`src/logic/csc_pkg.sv`:
```
// clock source control: shared constants, register map and types
// assumes a single 10 MHz control clock and word-aligned register offsets
package csc_pkg;
  // control clock period
  localparam int CLK_NS = 100;
  // source codes, also the bit index in the gate enable vector
  localparam int NUM_SRC = 5;
  localparam logic [2:0] SRC_MAIN = 3'h0;
  localparam logic [2:0] SRC_LOWSPD = 3'h1;
  localparam logic [2:0] SRC_XTAL = 3'h2;
  localparam logic [2:0] SRC_WATCH = 3'h3;
  localparam logic [2:0] SRC_PIN = 3'h4;
  localparam logic [2:0] SRC_RST = SRC_MAIN;
  // register offsets
  localparam logic [7:0] OFS_SRC_SEL = 8'h00;
  localparam logic [7:0] OFS_MAIN_FREQ = 8'h04;
  localparam logic [7:0] OFS_TRIM_IDX = 8'h08;
  localparam logic [7:0] OFS_TRIM_DATA = 8'h0c;
  localparam logic [7:0] OFS_STATUS = 8'h10;
  localparam logic [7:0] OFS_CAL_CTRL = 8'h14;
  localparam logic [7:0] OFS_CAL_COUNT = 8'h18;
  // status and calibration control field positions
  localparam int ST_ACT_LSB = 0;
  localparam int ST_BUSY = 3;
  localparam int ST_ERR = 4;
  localparam int ST_RDY_LSB = 5;
  localparam int CAL_BUSY_BIT = 16;
  // main oscillator and crystal frequencies in MHz
  localparam logic [5:0] FREQ_RST = 6'h18;
  localparam logic [5:0] FREQ_MIN = 6'h03;
  localparam logic [5:0] FREQ_MAX = 6'h30;
  localparam logic [5:0] XTAL_MHZ = 6'h18;
  // flash wait thresholds: above WS1 one state, above WS2 two states
  localparam logic [5:0] FREQ_WS1 = 6'h0c;
  localparam logic [5:0] FREQ_WS2 = 6'h18;
  localparam logic [1:0] WS_MAX = 2'h2;
  // dead time with every gate closed between two sources
  localparam int GAP_NS = 400;
  localparam int GAP_CYC = (GAP_NS + CLK_NS - 1) / CLK_NS;
  // longest wait for a new source to report running
  localparam int RDY_TIMEOUT_US = 1000;
  localparam int RDY_TIMEOUT_CYC = RDY_TIMEOUT_US * 1000 / CLK_NS;
  // switch sequencer states
  typedef enum logic [1:0] {SEQ_IDLE, SEQ_WAIT_RDY, SEQ_GAP} csc_seq_t;
endpackage

```
`src/logic/csc_sync.sv`:
```
// two-flop synchroniser bank for asynchronous levels
// assumes inputs are levels that hold for several clock periods
`timescale 1ns/1ps
`default_nettype none
module csc_sync #(
  parameter int W = 1
) (
  // clock and reset
  input wire logic clk,
  input wire logic resetn,
  // async levels in, synchronised levels out
  input wire logic [W-1:0] din,
  output logic [W-1:0] dout
);
  genvar i;
  generate
    for (i = 0; i < W; i++) begin : g_bit
      logic meta_r; // first stage, read only by the second
      logic hold_r; // second stage
      // plain two-stage capture per bit
      always_ff @(posedge clk or negedge resetn) begin
        if (!resetn) begin
          meta_r <= 1'b0;
          hold_r <= 1'b0;
        end else begin
          meta_r <= din[i];
          hold_r <= meta_r;
        end
      end
      assign dout[i] = hold_r;
    end
  endgenerate
endmodule
`default_nettype wire

```
`src/logic/csc_trim_mem.sv`:
```
// per-frequency trim table loaded by software from flash
// assumes one write port and one registered read port on the same clock
`timescale 1ns/1ps
`default_nettype none
module csc_trim_mem (
  // clock and reset
  input wire logic clk,
  input wire logic resetn,
  // write port
  input wire logic wr_en,
  input wire logic [5:0] wr_addr,
  input wire logic [7:0] wr_data,
  // read port, data one cycle after address
  input wire logic [5:0] rd_addr,
  output logic [7:0] rd_data
);
  logic [7:0] mem [0:63]; // table storage, no reset
  logic [63:0] valid_r; // entries written since reset
  // storage write
  always_ff @(posedge clk) begin
    if (wr_en) begin
      mem[wr_addr] <= wr_data;
    end
  end
  // valid flags keep unwritten entries from reading as unknown
  always_ff @(posedge clk or negedge resetn) begin
    if (!resetn) begin
      valid_r <= 64'h0;
    end else if (wr_en) begin
      valid_r[wr_addr] <= 1'b1;
    end
  end
  // registered read, zero trim for an empty entry
  always_ff @(posedge clk or negedge resetn) begin
    if (!resetn) begin
      rd_data <= 8'h00;
    end else begin
      rd_data <= valid_r[rd_addr] ? mem[rd_addr] : 8'h00;
    end
  end
endmodule
`default_nettype wire

```
`src/logic/csc_clk_ctrl.sv`:
```
// clock source control: source selection with break-before-make gating,
// main oscillator frequency and trim, radio clock enables, flash wait
// states and low-speed calibration counter
// assumes gate enables drive glitch-free clock gate cells per source
//
// Contract
// RULE_01 - source changes never glitch the output clock
// RULE_02 - no flip-flop goes metastable on switching
// RULE_03 - five selectable sources incl. pin clock
// RULE_04 - main oscillator resets 24 MHz, 3..48 step 1
// RULE_05 - trim from latches plus flash-loaded adjustments
// RULE_06 - crystal clock feeds radio active clock
// RULE_07 - crystal clock also selectable as system clock
// RULE_08 - watch crystal feeds radio sleep clock
// RULE_09 - low-speed oscillator clocks peripherals in deep sleep
// RULE_10 - low-speed counters measurable against main oscillator
// RULE_11 - flash: two waits at 48, one at 24
// RULE_12 - commit switch only once new source runs
`timescale 1ns/1ps
`default_nettype none
module csc_clk_ctrl import csc_pkg::*; #(
  parameter int RDY_TIMEOUT = RDY_TIMEOUT_CYC
) (
  // clock and reset
  input wire logic CLK,
  input wire logic RESETN,
  // register port
  input wire logic [7:0] ADDR,
  input wire logic [31:0] WDATA,
  input wire logic WR,
  input wire logic RD,
  output logic [31:0] RDATA,
  // oscillator status and pins, asynchronous
  input wire logic [4:0] OSC_RDY,
  input wire logic LOW_SPEED_CLK_IN,
  input wire logic [7:0] TRIM_LATCH_IN,
  // clock gate enables and oscillator settings
  output logic [4:0] SRC_EN,
  output logic [2:0] ACTIVE_SRC,
  output logic [5:0] MAIN_FREQ_MHZ,
  output logic [7:0] MAIN_TRIM,
  // consumers
  output logic RADIO_ACT_CLK_EN,
  output logic RADIO_SLP_CLK_EN,
  output logic LP_PERIPH_CLK_EN,
  output logic [1:0] FLASH_WAIT
);
  // one-hot gate pattern for a source code
  function automatic logic [4:0] onehot(input logic [2:0] s);
    onehot = 5'h01 << s;
  endfunction

  // flash wait states for a source at a main oscillator setting
  function automatic logic [1:0] ws_of(input logic [2:0] s, input logic [5:0] f);
    logic [5:0] mhz;
    mhz = (s == SRC_MAIN) ? f : ((s == SRC_XTAL) ? XTAL_MHZ : 6'h00);
    if (s == SRC_PIN) begin
      ws_of = WS_MAX; // pin rate unknown, stay safe
    end else if (mhz > FREQ_WS2) begin
      ws_of = 2'h2;
    end else if (mhz > FREQ_WS1) begin
      ws_of = 2'h1;
    end else begin
      ws_of = 2'h0;
    end
  endfunction

  // synchronised inputs
  logic [13:0] sync_out;
  logic [4:0] rdy_s; // running flags per source
  logic lsclk_s; // low-speed clock level
  logic [7:0] latch_s; // factory trim lines
  // every async input crosses two flops first
  csc_sync #(.W(14)) u_sync ( // RULE_02
    .clk(CLK),
    .resetn(RESETN),
    .din({TRIM_LATCH_IN, LOW_SPEED_CLK_IN, OSC_RDY}),
    .dout(sync_out)
  );
  assign rdy_s = sync_out[4:0];
  assign lsclk_s = sync_out[5];
  assign latch_s = sync_out[13:6];

  // software registers
  logic [2:0] req_src_r; // requested source
  logic [5:0] freq_r; // main oscillator setting
  logic [5:0] trim_idx_r; // table write index
  logic err_r; // sticky timeout flag
  logic [15:0] cal_win_r; // calibration window in low-speed periods
  logic [31:0] cal_cnt_r; // main clock cycles counted
  logic cal_busy_r;
  logic cal_arm_r; // waiting for first low-speed edge
  logic [15:0] cal_edges_r;
  logic ls_prev_r; // edge detect on synchronised level
  // sequencer
  csc_seq_t state_r;
  logic [2:0] tgt_r; // source being switched to
  logic [2:0] act_src_r; // committed source
  logic [13:0] cnt_r; // wait and gap counter
  logic abort_r; // timeout pulse
  // strap capture
  logic [7:0] latch_r;
  logic [1:0] caught_r; // edges since release, trim taken until three
  logic [7:0] tbl_data;
  logic wr_sel, wr_freq, wr_tdata, wr_stat, wr_cal;
  logic ls_rise;

  assign wr_sel = WR && (ADDR == OFS_SRC_SEL);
  assign wr_freq = WR && (ADDR == OFS_MAIN_FREQ);
  assign wr_tdata = WR && (ADDR == OFS_TRIM_DATA);
  assign wr_stat = WR && (ADDR == OFS_STATUS);
  assign wr_cal = WR && (ADDR == OFS_CAL_CTRL);
  assign ls_rise = lsclk_s && !ls_prev_r;

  // source request; an unknown code is ignored, a timeout reverts it
  always_ff @(posedge CLK or negedge RESETN) begin
    if (!RESETN) begin
      req_src_r <= SRC_RST;
    end else if (abort_r) begin
      req_src_r <= act_src_r;
    end else if (wr_sel && WDATA[2:0] < 3'(NUM_SRC)) begin // RULE_03 RULE_07
      req_src_r <= WDATA[2:0];
    end
  end

  // frequency setting clamped to the legal range
  always_ff @(posedge CLK or negedge RESETN) begin
    if (!RESETN) begin
      freq_r <= FREQ_RST; // RULE_04
    end else if (wr_freq) begin
      if (WDATA[31:6] != 26'h0 || WDATA[5:0] > FREQ_MAX) begin
        freq_r <= FREQ_MAX;
      end else if (WDATA[5:0] < FREQ_MIN) begin
        freq_r <= FREQ_MIN;
      end else begin
        freq_r <= WDATA[5:0]; // RULE_04
      end
    end
  end

  // trim table index
  always_ff @(posedge CLK or negedge RESETN) begin
    if (!RESETN) begin
      trim_idx_r <= 6'h00;
    end else if (WR && ADDR == OFS_TRIM_IDX) begin
      trim_idx_r <= WDATA[5:0];
    end
  end

  // timeout flag: a new timeout wins over a clear in the same cycle
  always_ff @(posedge CLK or negedge RESETN) begin
    if (!RESETN) begin
      err_r <= 1'b0;
    end else if (abort_r) begin
      err_r <= 1'b1;
    end else if (wr_stat && WDATA[ST_ERR]) begin
      err_r <= 1'b0;
    end
  end

  // factory trim taken until the synchroniser has filled; its first two
  // edges after release still show reset zeros, lines are static
  always_ff @(posedge CLK or negedge RESETN) begin
    if (!RESETN) begin
      latch_r <= 8'h00;
      caught_r <= 2'h0;
    end else if (caught_r != 2'h3) begin
      latch_r <= latch_s; // RULE_05
      caught_r <= caught_r + 2'h1;
    end
  end

  // flash-loaded adjustment per frequency setting
  csc_trim_mem u_trim (
    .clk(CLK),
    .resetn(RESETN),
    .wr_en(wr_tdata),
    .wr_addr(trim_idx_r),
    .wr_data(WDATA[7:0]),
    .rd_addr(freq_r),
    .rd_data(tbl_data)
  );

  // switch sequencer: wait running, close all gates, then open new one
  always_ff @(posedge CLK or negedge RESETN) begin
    if (!RESETN) begin
      state_r <= SEQ_IDLE;
      tgt_r <= SRC_RST;
      act_src_r <= SRC_RST;
      cnt_r <= 14'h0;
      abort_r <= 1'b0;
      SRC_EN <= onehot(SRC_RST);
    end else begin
      abort_r <= 1'b0;
      case (state_r)
        SEQ_IDLE: begin
          cnt_r <= 14'h0;
          // a refused request is still reverting in the abort cycle
          if (!abort_r && req_src_r != act_src_r) begin
            tgt_r <= req_src_r;
            state_r <= SEQ_WAIT_RDY;
          end
        end
        SEQ_WAIT_RDY: begin
          // old gate stays open until the new source reports running
          if (rdy_s[tgt_r]) begin // RULE_12
            SRC_EN <= 5'h00; // RULE_01
            cnt_r <= 14'h0;
            state_r <= SEQ_GAP;
          end else if (int'(cnt_r) >= RDY_TIMEOUT - 1) begin
            abort_r <= 1'b1; // give up, stay on old source
            state_r <= SEQ_IDLE;
          end else begin
            cnt_r <= cnt_r + 14'h1;
          end
        end
        SEQ_GAP: begin
          // dead time lets both gate cells settle on a low clock
          if (int'(cnt_r) >= GAP_CYC - 1) begin
            SRC_EN <= onehot(tgt_r); // RULE_01 RULE_02
            act_src_r <= tgt_r; // RULE_12
            state_r <= SEQ_IDLE;
          end else begin
            cnt_r <= cnt_r + 14'h1;
          end
        end
        default: begin
          state_r <= SEQ_IDLE;
        end
      endcase
    end
  end

  // oscillator settings and status outputs
  always_ff @(posedge CLK or negedge RESETN) begin
    if (!RESETN) begin
      ACTIVE_SRC <= SRC_RST;
      MAIN_FREQ_MHZ <= FREQ_RST;
      MAIN_TRIM <= 8'h00;
    end else begin
      ACTIVE_SRC <= act_src_r;
      MAIN_FREQ_MHZ <= freq_r;
      MAIN_TRIM <= latch_r + tbl_data; // RULE_05
    end
  end

  // wait states track the clock; held at maximum while switching
  always_ff @(posedge CLK or negedge RESETN) begin
    if (!RESETN) begin
      FLASH_WAIT <= WS_MAX;
    end else if (state_r != SEQ_IDLE) begin
      FLASH_WAIT <= WS_MAX;
    end else begin
      FLASH_WAIT <= ws_of(act_src_r, freq_r); // RULE_11
    end
  end

  // consumer clock enables follow their oscillators directly
  always_ff @(posedge CLK or negedge RESETN) begin
    if (!RESETN) begin
      RADIO_ACT_CLK_EN <= 1'b0;
      RADIO_SLP_CLK_EN <= 1'b0;
      LP_PERIPH_CLK_EN <= 1'b0;
    end else begin
      RADIO_ACT_CLK_EN <= rdy_s[SRC_XTAL]; // RULE_06
      RADIO_SLP_CLK_EN <= rdy_s[SRC_WATCH]; // RULE_08
      // not tied to any power mode, so it runs on through deep sleep
      LP_PERIPH_CLK_EN <= rdy_s[SRC_LOWSPD]; // RULE_09
    end
  end

  // calibration: main clock cycles across a window of low-speed periods
  always_ff @(posedge CLK or negedge RESETN) begin
    if (!RESETN) begin
      ls_prev_r <= 1'b0;
      cal_win_r <= 16'h0;
      cal_cnt_r <= 32'h0;
      cal_busy_r <= 1'b0;
      cal_arm_r <= 1'b0;
      cal_edges_r <= 16'h0;
    end else begin
      ls_prev_r <= lsclk_s;
      if (wr_cal) begin
        cal_win_r <= WDATA[15:0];
        cal_busy_r <= (WDATA[15:0] != 16'h0);
        cal_arm_r <= (WDATA[15:0] != 16'h0);
        cal_cnt_r <= 32'h0;
        cal_edges_r <= 16'h0;
      end else if (cal_arm_r) begin
        cal_arm_r <= !ls_rise; // start on a period boundary
      end else if (cal_busy_r) begin
        cal_cnt_r <= cal_cnt_r + 32'h1; // RULE_10
        if (ls_rise) begin
          cal_edges_r <= cal_edges_r + 16'h1;
          cal_busy_r <= (cal_edges_r + 16'h1 != cal_win_r);
        end
      end
    end
  end

  // register read, data valid only in the cycle after the strobe
  always_ff @(posedge CLK or negedge RESETN) begin
    if (!RESETN) begin
      RDATA <= 32'h0;
    end else if (RD) begin
      case (ADDR)
        OFS_SRC_SEL: RDATA <= {29'h0, req_src_r};
        OFS_MAIN_FREQ: RDATA <= {26'h0, freq_r};
        OFS_TRIM_IDX: RDATA <= {26'h0, trim_idx_r};
        OFS_TRIM_DATA: RDATA <= {24'h0, latch_r};
        OFS_STATUS: RDATA <= {22'h0, rdy_s, err_r, (state_r != SEQ_IDLE), act_src_r};
        OFS_CAL_CTRL: RDATA <= {15'h0, cal_busy_r, cal_win_r};
        OFS_CAL_COUNT: RDATA <= cal_cnt_r;
        default: RDATA <= 32'h0;
      endcase
    end else begin
      RDATA <= 32'h0;
    end
  end
endmodule
`default_nettype wire

```
`config.mk`:
```
export PLATFORM = sky130hd
export DESIGN_NAME = csc_clk_ctrl
export DESIGN_NICKNAME = d
export VERILOG_FILES = /design/src/logic/csc_pkg.sv /design/src/logic/csc_sync.sv /design/src/logic/csc_trim_mem.sv /design/src/logic/csc_clk_ctrl.sv
export SDC_FILE = /design/constraint.sdc
export NUM_CORES = 1
export LEC_CHECK = 0
export BUFFER_PORTS_ARGS = -buffer_cell sky130_fd_sc_hd__buf_2
export CAP_MARGIN = 25
export CORE_MARGIN = 3
export CORE_UTILIZATION = 30
export DETAILED_ROUTE_END_ITERATION = 8
export HOLD_SLACK_MARGIN = 0.06
export SYNTH_ARGS = -nofsm -noshare
export SYNTH_HDL_FRONTEND = slang
export SYNTH_SLANG_ARGS = --single-unit
export TNS_END_PERCENT = 100
```
`constraint.sdc`:
```
create_clock -name CLK -period 2.5 [get_ports CLK]
set_clock_uncertainty 0.2 [all_clocks]
set_input_delay 0.5 -clock CLK [delete_from_list [all_inputs] [get_ports CLK]]
set_output_delay 0.5 -clock CLK [all_outputs]
set_load 0.1 [all_outputs]
```
Yosys cells after proc, flatten, opt, wreduce, memory -nomap -nowiden

Memories as Yosys holds them, arrays and structs flattened.
Index checks and enable logic that the tools add are counted.
Widths: inputs -> output; s select.

Bits in registers: 275
Memories: 1
Word-level logic and storage cells: 180
RAM bits: 512

Memories:

| memory     | depth | width | read ports | clocked after memory_dff | wr ports | RTL line           | source |
|---|---|---|---|---|---|---|---|
| u_trim.mem | 64    | 8     | 1          | 0                        | 1        | csc_trim_mem.sv:17 | `logic [7:0] mem [0:63];` |

Reductions and logical operators: 34
Magnitude comparators: 11
Bitwise logic cells: 1
Shift operators: 1
Equality and inequality tests: 20
Multiplexer cells: 51
Add/subtract/negate cells: 5

Operators by type and width:

| operator              | number |
|---|---|
| $pmux 32 s7           | 1 |
| $mux 32               | 4 |
| $mux 16               | 4 |
| $or 64x64->64         | 1 |
| $mux 14               | 3 |
| $pmux 14 s3           | 1 |
| $add 32x1->32 const B | 1 |
| $reduce_bool 26->1    | 1 |
| $eq 8x5->1 const B    | 3 |
| $mux 6                | 3 |
| $mux 1                | 17 |
| $add 16x1->16 const B | 1 |
| $eq 8x4->1 const B    | 2 |
| $ne 16x16->1          | 1 |
| $reduce_bool 16->1    | 1 |
| $mux 5                | 3 |
| $add 14x1->14 const B | 1 |
| $ge 14x14->1 const B  | 1 |
| $ge 14x2->1 const B   | 1 |
| $lt 6x7->1 const B    | 2 |
| $mux 2                | 7 |
| $reduce_and 3->1      | 4 |
| $reduce_bool 2->1     | 6 |
| $logic_and 1x1->1     | 11 |
| other kinds (33)      | 43 |

Longest topological paths before layout

Gate-level depths: netlist of the first run.

Depth after elaboration: 8
Mapped depth: 9

Modules after synthesis

From an unflattened synthesis of the first run, not the netlist that was laid out.

Cell total of the unflattened synthesis: 1,985
Area, all modules: 31,871.8 um^2

Modules (own cells, without submodules):

| module       | area an instance (um^2) | cells each | instances |
|---|---|---|---|
| csc_trim_mem | 22,500.3                | 1,090      | 1 |
| csc_clk_ctrl | 8,565.7                 | 853        | 1 |
| csc_sync     | 805.8                   | 42         | 1 |

Worst setup path before layout of the first run

OpenSTA, ideal clock, no wires.

Kind: input -> register
From: input port ADDR[1]
To: memory u_trim.mem[47][0] (enable)
Stages: 5
Setup slack: -0.474 ns
Setup time: 0.373 ns
Arrival: 2.401 ns
Required time: 1.927 ns
Cells stage by stage: or4_4 nor3_1 nor3b_2 nand4_1 nor2_1

Word-level cells in the longest chain between the ends: 4

Ends and longest elaborated chain:

| item                         | RTL line            | source |
|---|---|---|
| start: declaration           | csc_clk_ctrl.sv:28  | `input wire logic [7:0] ADDR,` |
| $eq 8x4->1                   | csc_clk_ctrl.sv:110 | `assign wr_tdata = WR && (ADDR == OFS_TRIM_DATA);` |
| $logic_and 1x1->1            | csc_clk_ctrl.sv:110 |  |
| $mux 1                       | csc_trim_mem.sv:21  | `if (wr_en) begin` |
| $mux 1 (implied by the code) | csc_trim_mem.sv:22  | `mem[wr_addr] <= wr_data;` |
| end: declaration             | csc_trim_mem.sv:17  |  |

No other way between the ends.

Worst setup path after layout of the first run

From: register freq_r[0]
To: register u_trim.rd_data[3]

Word-level cells in the longest chain between the ends: 3

Ends and longest elaborated chain:

| item                         | RTL line            | source |
|---|---|---|
| start: declaration           | csc_clk_ctrl.sv:86  | `logic [5:0] freq_r;` |
| start signal: assignment     | csc_clk_ctrl.sv:136 | `freq_r <= WDATA[5:0];` |
| $bmux 1 s6                   | csc_trim_mem.sv:38  | `rd_data <= valid_r[rd_addr] ? mem[rd_addr] : 8'h00;` |
| $mux 1 (implied by the code) | csc_trim_mem.sv:38  |  |
| $mux 8 *                     | csc_trim_mem.sv:38  |  |
| end signal: assignment       | csc_trim_mem.sv:38  |  |
| end: declaration             | csc_trim_mem.sv:15  | `output logic [7:0] rd_data` |

Every way passes the cells marked *; elsewhere a longest branch is shown, timed or not. The select of a mux whose other input is x is not followed.
A chain may end at the register's enable or synchronous reset.

==> flow_summary_export.csv, run 1 <==
group,metric,value,unit
place,place_inst,3510,
clock_tree,cts.clk_slew.worst_paths,70,ps
floorplanning,num_rows,118,
grt,grtUsageMet2,23.8,%
critical_path,start_kind,"flop",
synthesis,synth-seq-cells,787,
grt,grt_pass1_vias,18800,
cells_and_area,nFillCells,9487,
timing,maxSlewHeadroom,40.7,%
clock_tree,clk_latency,620,ps
routing,drc,0,
timing,fin_setup_tns,-2980,ps
run_status,status,"complete, but fails checks",
synthesis,synth.top_cell.area_share,48.4,%
clock_tree,cts_buffers,79,
critical_path,cpPeakStageDelay,530,ps
floorplanning,die_h,331,um
power,switching_share,23.6,%
critical_path,cp.arrival,3150,ps
critical_path,slowest_stage,"mux4_2",
power,cell_internal_pwr,22.8,mW
timing,worst_pin_slew,889,ps
synthesis,yosysWarnings,0,
timing,drv_slew,0,
grt,grt_pass1_wl,125000,um
routing,wire_per_inst,22.7,um
routing,initialDrtViolationCount,1475,
power,power_density,756,nW/um2
routing,detail-route-antenna-nets,0,
synthesis,syn_nets,1922,
cells_and_area,stdcell_count,3693,
synthesis,postSynthCellCount,1848,
critical_path,path_class,"reg -> reg",
cells_and_area,drive_gt1_share,36.7,%
synthesis,synth_async_sr_flop_share,34.9,%
grt,grt_use_met1,20.7,%
routing,routed_via_density,4.96,
cells_and_area,syn2layout_area_growth,24.3,%
clock_tree,clockBufferDepth,3,
timing,fmax,346,MHz
run,cap_violations,0,
hold_path,hp-class,"in -> reg",
critical_path,crit_chain,"buf_12 -> buf_4 -> mux4_2 -> mux4_2 -> mux2i_4 -> nand2_1 -> o21ai_1 -> buf_4 -> a211oi_1",
place,place_hpwl,56700,um
synthesis,syn-mean-instance-area,17.2,um2
synthesis,synth_edf_count,512,
run_status,failed_checks,"negative setup slack",
timing,worst_slack,-387,ps
power,p_clk_share,41.4,%
synthesis,yosys.area.top_type,"edfxtp_1",
synthesis,ys.flop_type,"edfxtp_1",
grt,grt.overflow.total,0,
synthesis,yosys-top-cells-area,"edfxtp_1 (48%), dfrtp_1 (21%), mux4_2 (13%)",
critical_path,end_kind,"flop",
cells_and_area,final_cell_mix,"edfxtp_1 (512), dfrtp_1 (266), buf_4 (218)",
floorplanning,initial_core_util,30.4,%
floorplanning,ios,117,
routing,firstDrtPassIters,7,
routing,vias,18300,
synthesis,syn_area,31800,um2
floorplanning,core,104000,um2
floorplanning,die-area,110000,um2
synthesis,ys_seq_area_share,70.1,%
critical_path,critical_path.top_delay_family,"multiplexers",
grt,grtUsageTotal,15.0,%
cells_and_area,finalNetCount,2321,
timing,setup_viol,8,
timing,period_minus_slack,2890,ps
clock_tree,htree_levels,3,
routing,routed_wl,83700,um
grt,grt_busiest_layer,"met2",
power,vdd_drop_max,0.820,mV
grt,use_met3,3.81,%
place,gp_congestion,0.811,
clock_tree,root_buffer,"clkbuf_16",
grt,antenna_found_initial,7,
power,p_sw,7.04,mW
critical_path,crit_fanout,8,
grt,grt_max_degree,71,
place,portBuffers,116,
clock_tree,cts_tree,"built",
critical_path,required,2770,ps
power,seqPwrFrac,48.8,%
timing,post-route-period-util,115,%
timing,finalHoldViolations,0,
timing,rsz0062_at_grt,"yes",
power,power_frac_comb,9.8,%
power,leakage,14.5,nW
floorplanning,chipWidth,331,um
clock_tree,cts.sinks,787,
synthesis,synth_cell_type_count,71,
cells_and_area,final_common_cell,"edfxtp_1",
critical_path,cp.buffers_inverters,3,
[logic make-up after synthesis]
family,synth area share [%]
xor+xnor,1.96
compound gates,3.22
simple gates,7.35
flops,70.1
buf+inv,1.52
fa+ha+maj,0.654
mux,15.2
[Yosys cell counts, types with 3 or more instances]
cell type,n
buf_4,3
buf_2,19
nor4_1,14
nand2b_1,3
xor2_1,26
ha_1,15
o22ai_1,3
mux2_2,39
a211oi_1,17
o2111ai_1,3
edfxtp_1,512
dfrtp_1,269
o21ai_0,46
nand2_1,54
inv_1,32
xnor2_1,45
and3_1,4
mux4_2,184
a31oi_1,5
nand4b_1,6
dfstp_2,6
a22oi_1,10
o21a_1,3
o21ai_1,3
nand3_1,30
and2_1,20
a21o_1,4
mux2i_1,26
or2_2,67
nand3b_1,4
nor2b_1,19
clkbuf_1,51
nor3_1,16
a21oi_1,30
nor2_1,159
buf_1,11
nand4_1,19
and4_1,8
or3_1,14
o31ai_1,5
[path summary, 6_finish.rpt]
path	startpoint	to	slack (ps)	cells after the start
worst max-delay path	freq_r[0]	u_trim.rd_data[3]	-390	9
worst max register to register	freq_r[0]	u_trim.rd_data[3]	-390	9
max in group asynchronous	RESETN	u_sync.g_bit[12].hold_r	1180	3
worst min register to register	u_sync.g_bit[0].meta_r	u_sync.g_bit[0].hold_r	150	0
worst min-delay path	WDATA[6]	u_trim.mem[43][6]	140	1
min in group asynchronous	RESETN	ACTIVE_SRC[1]	220	2
[sequential cells by signal (all words and copies together), names as in the netlist, 8 cells and up]
| register | flops |
|---|---|
| u_trim.mem | 512 |
| u_trim.valid_r | 64 |
| RDATA | 32 |
| cal_cnt_r | 32 |
| cal_edges_r | 16 |
| cal_win_r | 16 |
| cnt_r | 14 |
| u_sync.g_bit.hold_r | 14 |
| u_sync.g_bit.meta_r | 14 |
| MAIN_TRIM | 8 |
| latch_r | 8 |
| u_trim.rd_data | 8 |
[metrics by stage]
| stage | worst slack, ps | utilization (%) | cell area [um2] | hold slack, ps | power, mW |
|---|---|---|---|---|---|
| 5_1_grt | -436 | 37.8 | 39500 | 114 | 31.0 |
| 6_report | -387 | 37.8 | 39500 | 145 | 29.9 |
| 3_5_place_dp | -502 | 34.7 | 36200 | 138 | 17.6 |
| 4_1_cts | -345 | 37.7 | 39300 | 121 | 30.1 |
| 2_1_floorplan | -374 | - | 31900 | 4.41 | 16.4 |
| 3_3_place_gp | -568 | 34.7 | 36200 | 137 | 17.5 |
[power groups by stage]
| stage | clock network, mW | logic, mW | registers [mW] |
|---|---|---|---|
| 3_3_place_gp | 0 | 2.74 | 14.8 |
| 6_report | 12.4 | 2.92 | 14.6 |
| 4_1_cts | 12.6 | 2.88 | 14.6 |
| 2_1_floorplan | 0 | 1.24 | 15.1 |
| 3_5_place_dp | 0 | 2.81 | 14.8 |
| 5_1_grt | 13.2 | 3.17 | 14.6 |
[per-layer routing]
layer / share of wire, % / wire (um)
met5: 0.020 / 17
met2: 47 / 39300
met1: 43 / 35800
met4: 2.3 / 1920
met3: 8.0 / 6740
[timing repair]
item	4_1_cts	5_1_grt
setup endpoints to repair	10	23
cloned	1	1
hold buffers	24	0
setup buffers	5	5
pin swaps	4	5
gates resized for setup	12	23
endpoints found under the hold margin	211	0
[area by class of cell]
type | instances | area [um2] | area share (%)
multi-input cells | 944 | 9300 | 23.5
clock inverters | 31 | 427 | 1.08
inverters | 32 | 120 | 0.304
well taps | 1380 | 1730 | 4.37
repair buffers | 403 | 3350 | 8.47
diodes | 3 | 7.51 | 0.0190
clock buffers | 113 | 2310 | 5.85
flip-flops and latches | 787 | 22300 | 56.4
No activity file was read; power rests on OpenSTA's default activity.
==> run 2, diff against run 1 <==
--- a/config.mk
+++ b/config.mk
@@ -5,12 +5,14 @@
 export SDC_FILE = /design/constraint.sdc
 export NUM_CORES = 1
 export LEC_CHECK = 0
+export ABC_AREA = 1
 export BUFFER_PORTS_ARGS = -buffer_cell sky130_fd_sc_hd__buf_2
 export CAP_MARGIN = 25
 export CORE_MARGIN = 3
 export CORE_UTILIZATION = 30
 export DETAILED_ROUTE_END_ITERATION = 8
 export HOLD_SLACK_MARGIN = 0.06
+export PLACE_DENSITY_LB_ADDON = 0.12
 export SYNTH_ARGS = -nofsm -noshare
 export SYNTH_HDL_FRONTEND = slang
 export SYNTH_SLANG_ARGS = --single-unit
==> flow_summary_export.csv, run 2 <==
group,metric,value,unit
cells_and_area,nFillCells,10800,
synthesis,synth.most_common_cell,"edfxtp_1",
timing,finalHoldViolations,0,
cells_and_area,final_common_cell,"edfxtp_1",
routing,initialDrtViolationCount,2313,
grt,grtUsageTotal,19.0,%
critical_path,timing.rr.start,"freq_r[1]",
power,leakage,15.9,nW
cells_and_area,finalNetCount,3487,
floorplanning,core,109000,um2
cells_and_area,top_regs,"u_trim.mem (512), u_trim.valid_r (64)",
synthesis,yosys.area.top_type,"edfxtp_1",
critical_path,cp.arrival,2800,ps
timing,drv_slew,0,
power,power_density,814,nW/um2
power,power_frac_comb,13.7,%
power,seqPwrFrac,43.6,%
power,p_total,33.2,mW
clock_tree,htree_levels,3,
synthesis,yosysWarnings,0,
grt,grt_pass1_wl,165000,um
cells_and_area,utilization,37.3,%
synthesis,synth.top_cell.area_share,46.2,%
place,portBuffers,116,
synthesis,synth_async_sr_flop_share,34.9,%
synthesis,syn_nets,3196,
hold_path,hp-start,"WDATA[7]",
power,p_sw,9.14,mW
timing,worst_pin_slew,633,ps
floorplanning,num_rows,121,
clock_tree,clockBufferDepth,3,
critical_path,crit_fanout,32,
power,vdd_drop_max,0.535,mV
clock_tree,cts.sinks,787,
grt,antenna_found_initial,1,
timing,maxSlewHeadroom,57.8,%
synthesis,ys.flop_type,"edfxtp_1",
power,p_clk_share,42.7,%
critical_path,required,2860,ps
cells_and_area,syn2layout_area_growth,22.6,%
cells_and_area,ff_latch_area,22300,um2
synthesis,syn-mean-instance-area,10.7,um2
run_status,status,"completed",
cells_and_area,largest_reg_flops,512,
critical_path,reg2reg_setup_slack,60,ps
clock_tree,clk_latency,670,ps
timing,fin_hold_ws,106,ps
floorplanning,chipWidth,339,um
cells_and_area,final_area,40800,um2
timing,post-route-period-util,97.5,%
routing,detail-route-antenna-nets,0,
cells_and_area,multi_input_area,9710,um2
synthesis,synth_edf_count,512,
routing,vias,24800,
routing,routed_wl,113000,um
synthesis,synth_cell_type_count,57,
floorplanning,die-area,115000,um2
grt,grt_pass1_vias,24900,
timing,fmax,410,MHz
clock_tree,root_buffer,"clkbuf_16",
grt,grt.overflow.total,0,
routing,firstDrtPassIters,6,
synthesis,synth-seq-cells,787,
clock_tree,cts_buffers,91,
cells_and_area,largest_register,"u_trim.mem",
place,placed_area,37000,um2
synthesis,postSynthCellCount,3122,
floorplanning,die_h,339,um
grt,grt_max_degree,110,
critical_path,end_kind,"flop",
critical_path,path_class,"reg -> reg",
synthesis,synth_common_cells,"edfxtp_1 (512), nand2_1 (449), nor2_1 (420)",
floorplanning,ios,117,
place,place_inst,4761,
run,cap_violations,0,
routing,routed_via_density,5.00,
place,gp_congestion,0.871,
cells_and_area,stdcell_count,4967,
cells_and_area,final_cell_mix,"edfxtp_1 (512), nand2_1 (447), nor2_1 (420)",
floorplanning,initial_core_util,30.4,%
timing,setup_viol,0,
place,place_hpwl,74000,um
power,switching_share,27.5,%
synthesis,yosys-top-cells-area,"edfxtp_1 (46%), dfrtp_1 (20%), o21ai_0 (6.2%)",
routing,wire_per_inst,22.8,um
clock_tree,cts_tree,"built",
cells_and_area,drive_gt1_share,16.1,%
critical_path,start_kind,"flop",
power,cell_internal_pwr,24.1,mW
synthesis,syn_area,33300,um2
routing,drc,0,
hold_path,hp-class,"in -> reg",
timing,period_minus_slack,2440,ps
synthesis,ys_seq_area_share,66.8,%
critical_path,cp-startpoint,"freq_r[1]",
clock_tree,cts.clk_slew.worst_paths,60,ps
-- run 2: power groups by stage --
stage | Combinational, mW | Sequential, mW | Clock (mW)
2_1_floorplan | 1.96 | 15.3 | 0
3_3_place_gp | 4.37 | 14.7 | 0
3_5_place_dp | 4.38 | 14.7 | 0
4_1_cts | 4.43 | 14.5 | 14.5
5_1_grt | 4.90 | 14.5 | 15.1
6_report | 4.54 | 14.5 | 14.2
-- run 2: path summary, 6_finish.rpt --
kind,cells past startpoint,end
max,10,u_trim.rd_data[2]
min,3,cal_win_r[7]
max reg2reg,10,u_trim.rd_data[2]
min reg2reg,0,u_sync.g_bit[12].hold_r
max in group asynchronous,4,u_trim.valid_r[8]
min in group asynchronous,2,RDATA[19]
-- run 2: worst max-delay path: stages (launching register included) --
cell     delay [ps]
dfrtp_4         570
inv_6           170
buf_16          190
o21ai_0         140
o22ai_1         200
nand2_1          80
nand3_1         180
nand3_1         150
nand3_1         170
nand2_1          90
nor2_1          130
-- run 2: layer usage --
layer  GRT usage, %  vias to the layer above  part of all wire (%)
met1           25.8                    12300                    44
met3           2.68                      175                   5.3
li1               -                    11500                     -
met5              0                        -                     0
met4           5.58                        0                   2.8
met2           31.7                      824                    48
-- run 2: area by class of cell --
cell class              count  share of cell area [%]
multi-input cells        1981                    23.8
flip-flops and latches    787                    54.5
diodes                      1                 0.00613
repair buffers            353                    7.44
clock buffers             124                    6.30
clock inverters            46                    1.53
well taps                1476                    4.52
inverters                 199                    1.87
-- run 2: cells by family after synthesis --
family	synth area share, %
AND/OR/NAND/NOR	16.4
multiplexers	0.270
AO/OA/AOI/OAI	10.9
XOR/XNOR	0.725
buffers and inverters	4.31
adder cells (fa/ha/maj)	0.624
flip-flops	66.8
-- run 2: per-stage QoR --
stage,TNS (ps),setup WS (ps)
2_1_floorplan,0,51.8
5_1_grt,-14.0,-9.48
4_1_cts,0,2.76
6_report,0,62.7
3_3_place_gp,-59720,-195
3_5_place_dp,-62940,-189
-- run 2: repair_timing --
action                                  in CTS  in global routing
hold buffers                                24                  0
resized for setup                            3                 30
pin swaps                                    0                  7
setup buffers                                2                  3
hold endpoints to repair                   270                  0
endpoints found under the setup margin       7                  8
gates cloned                                 0                  6
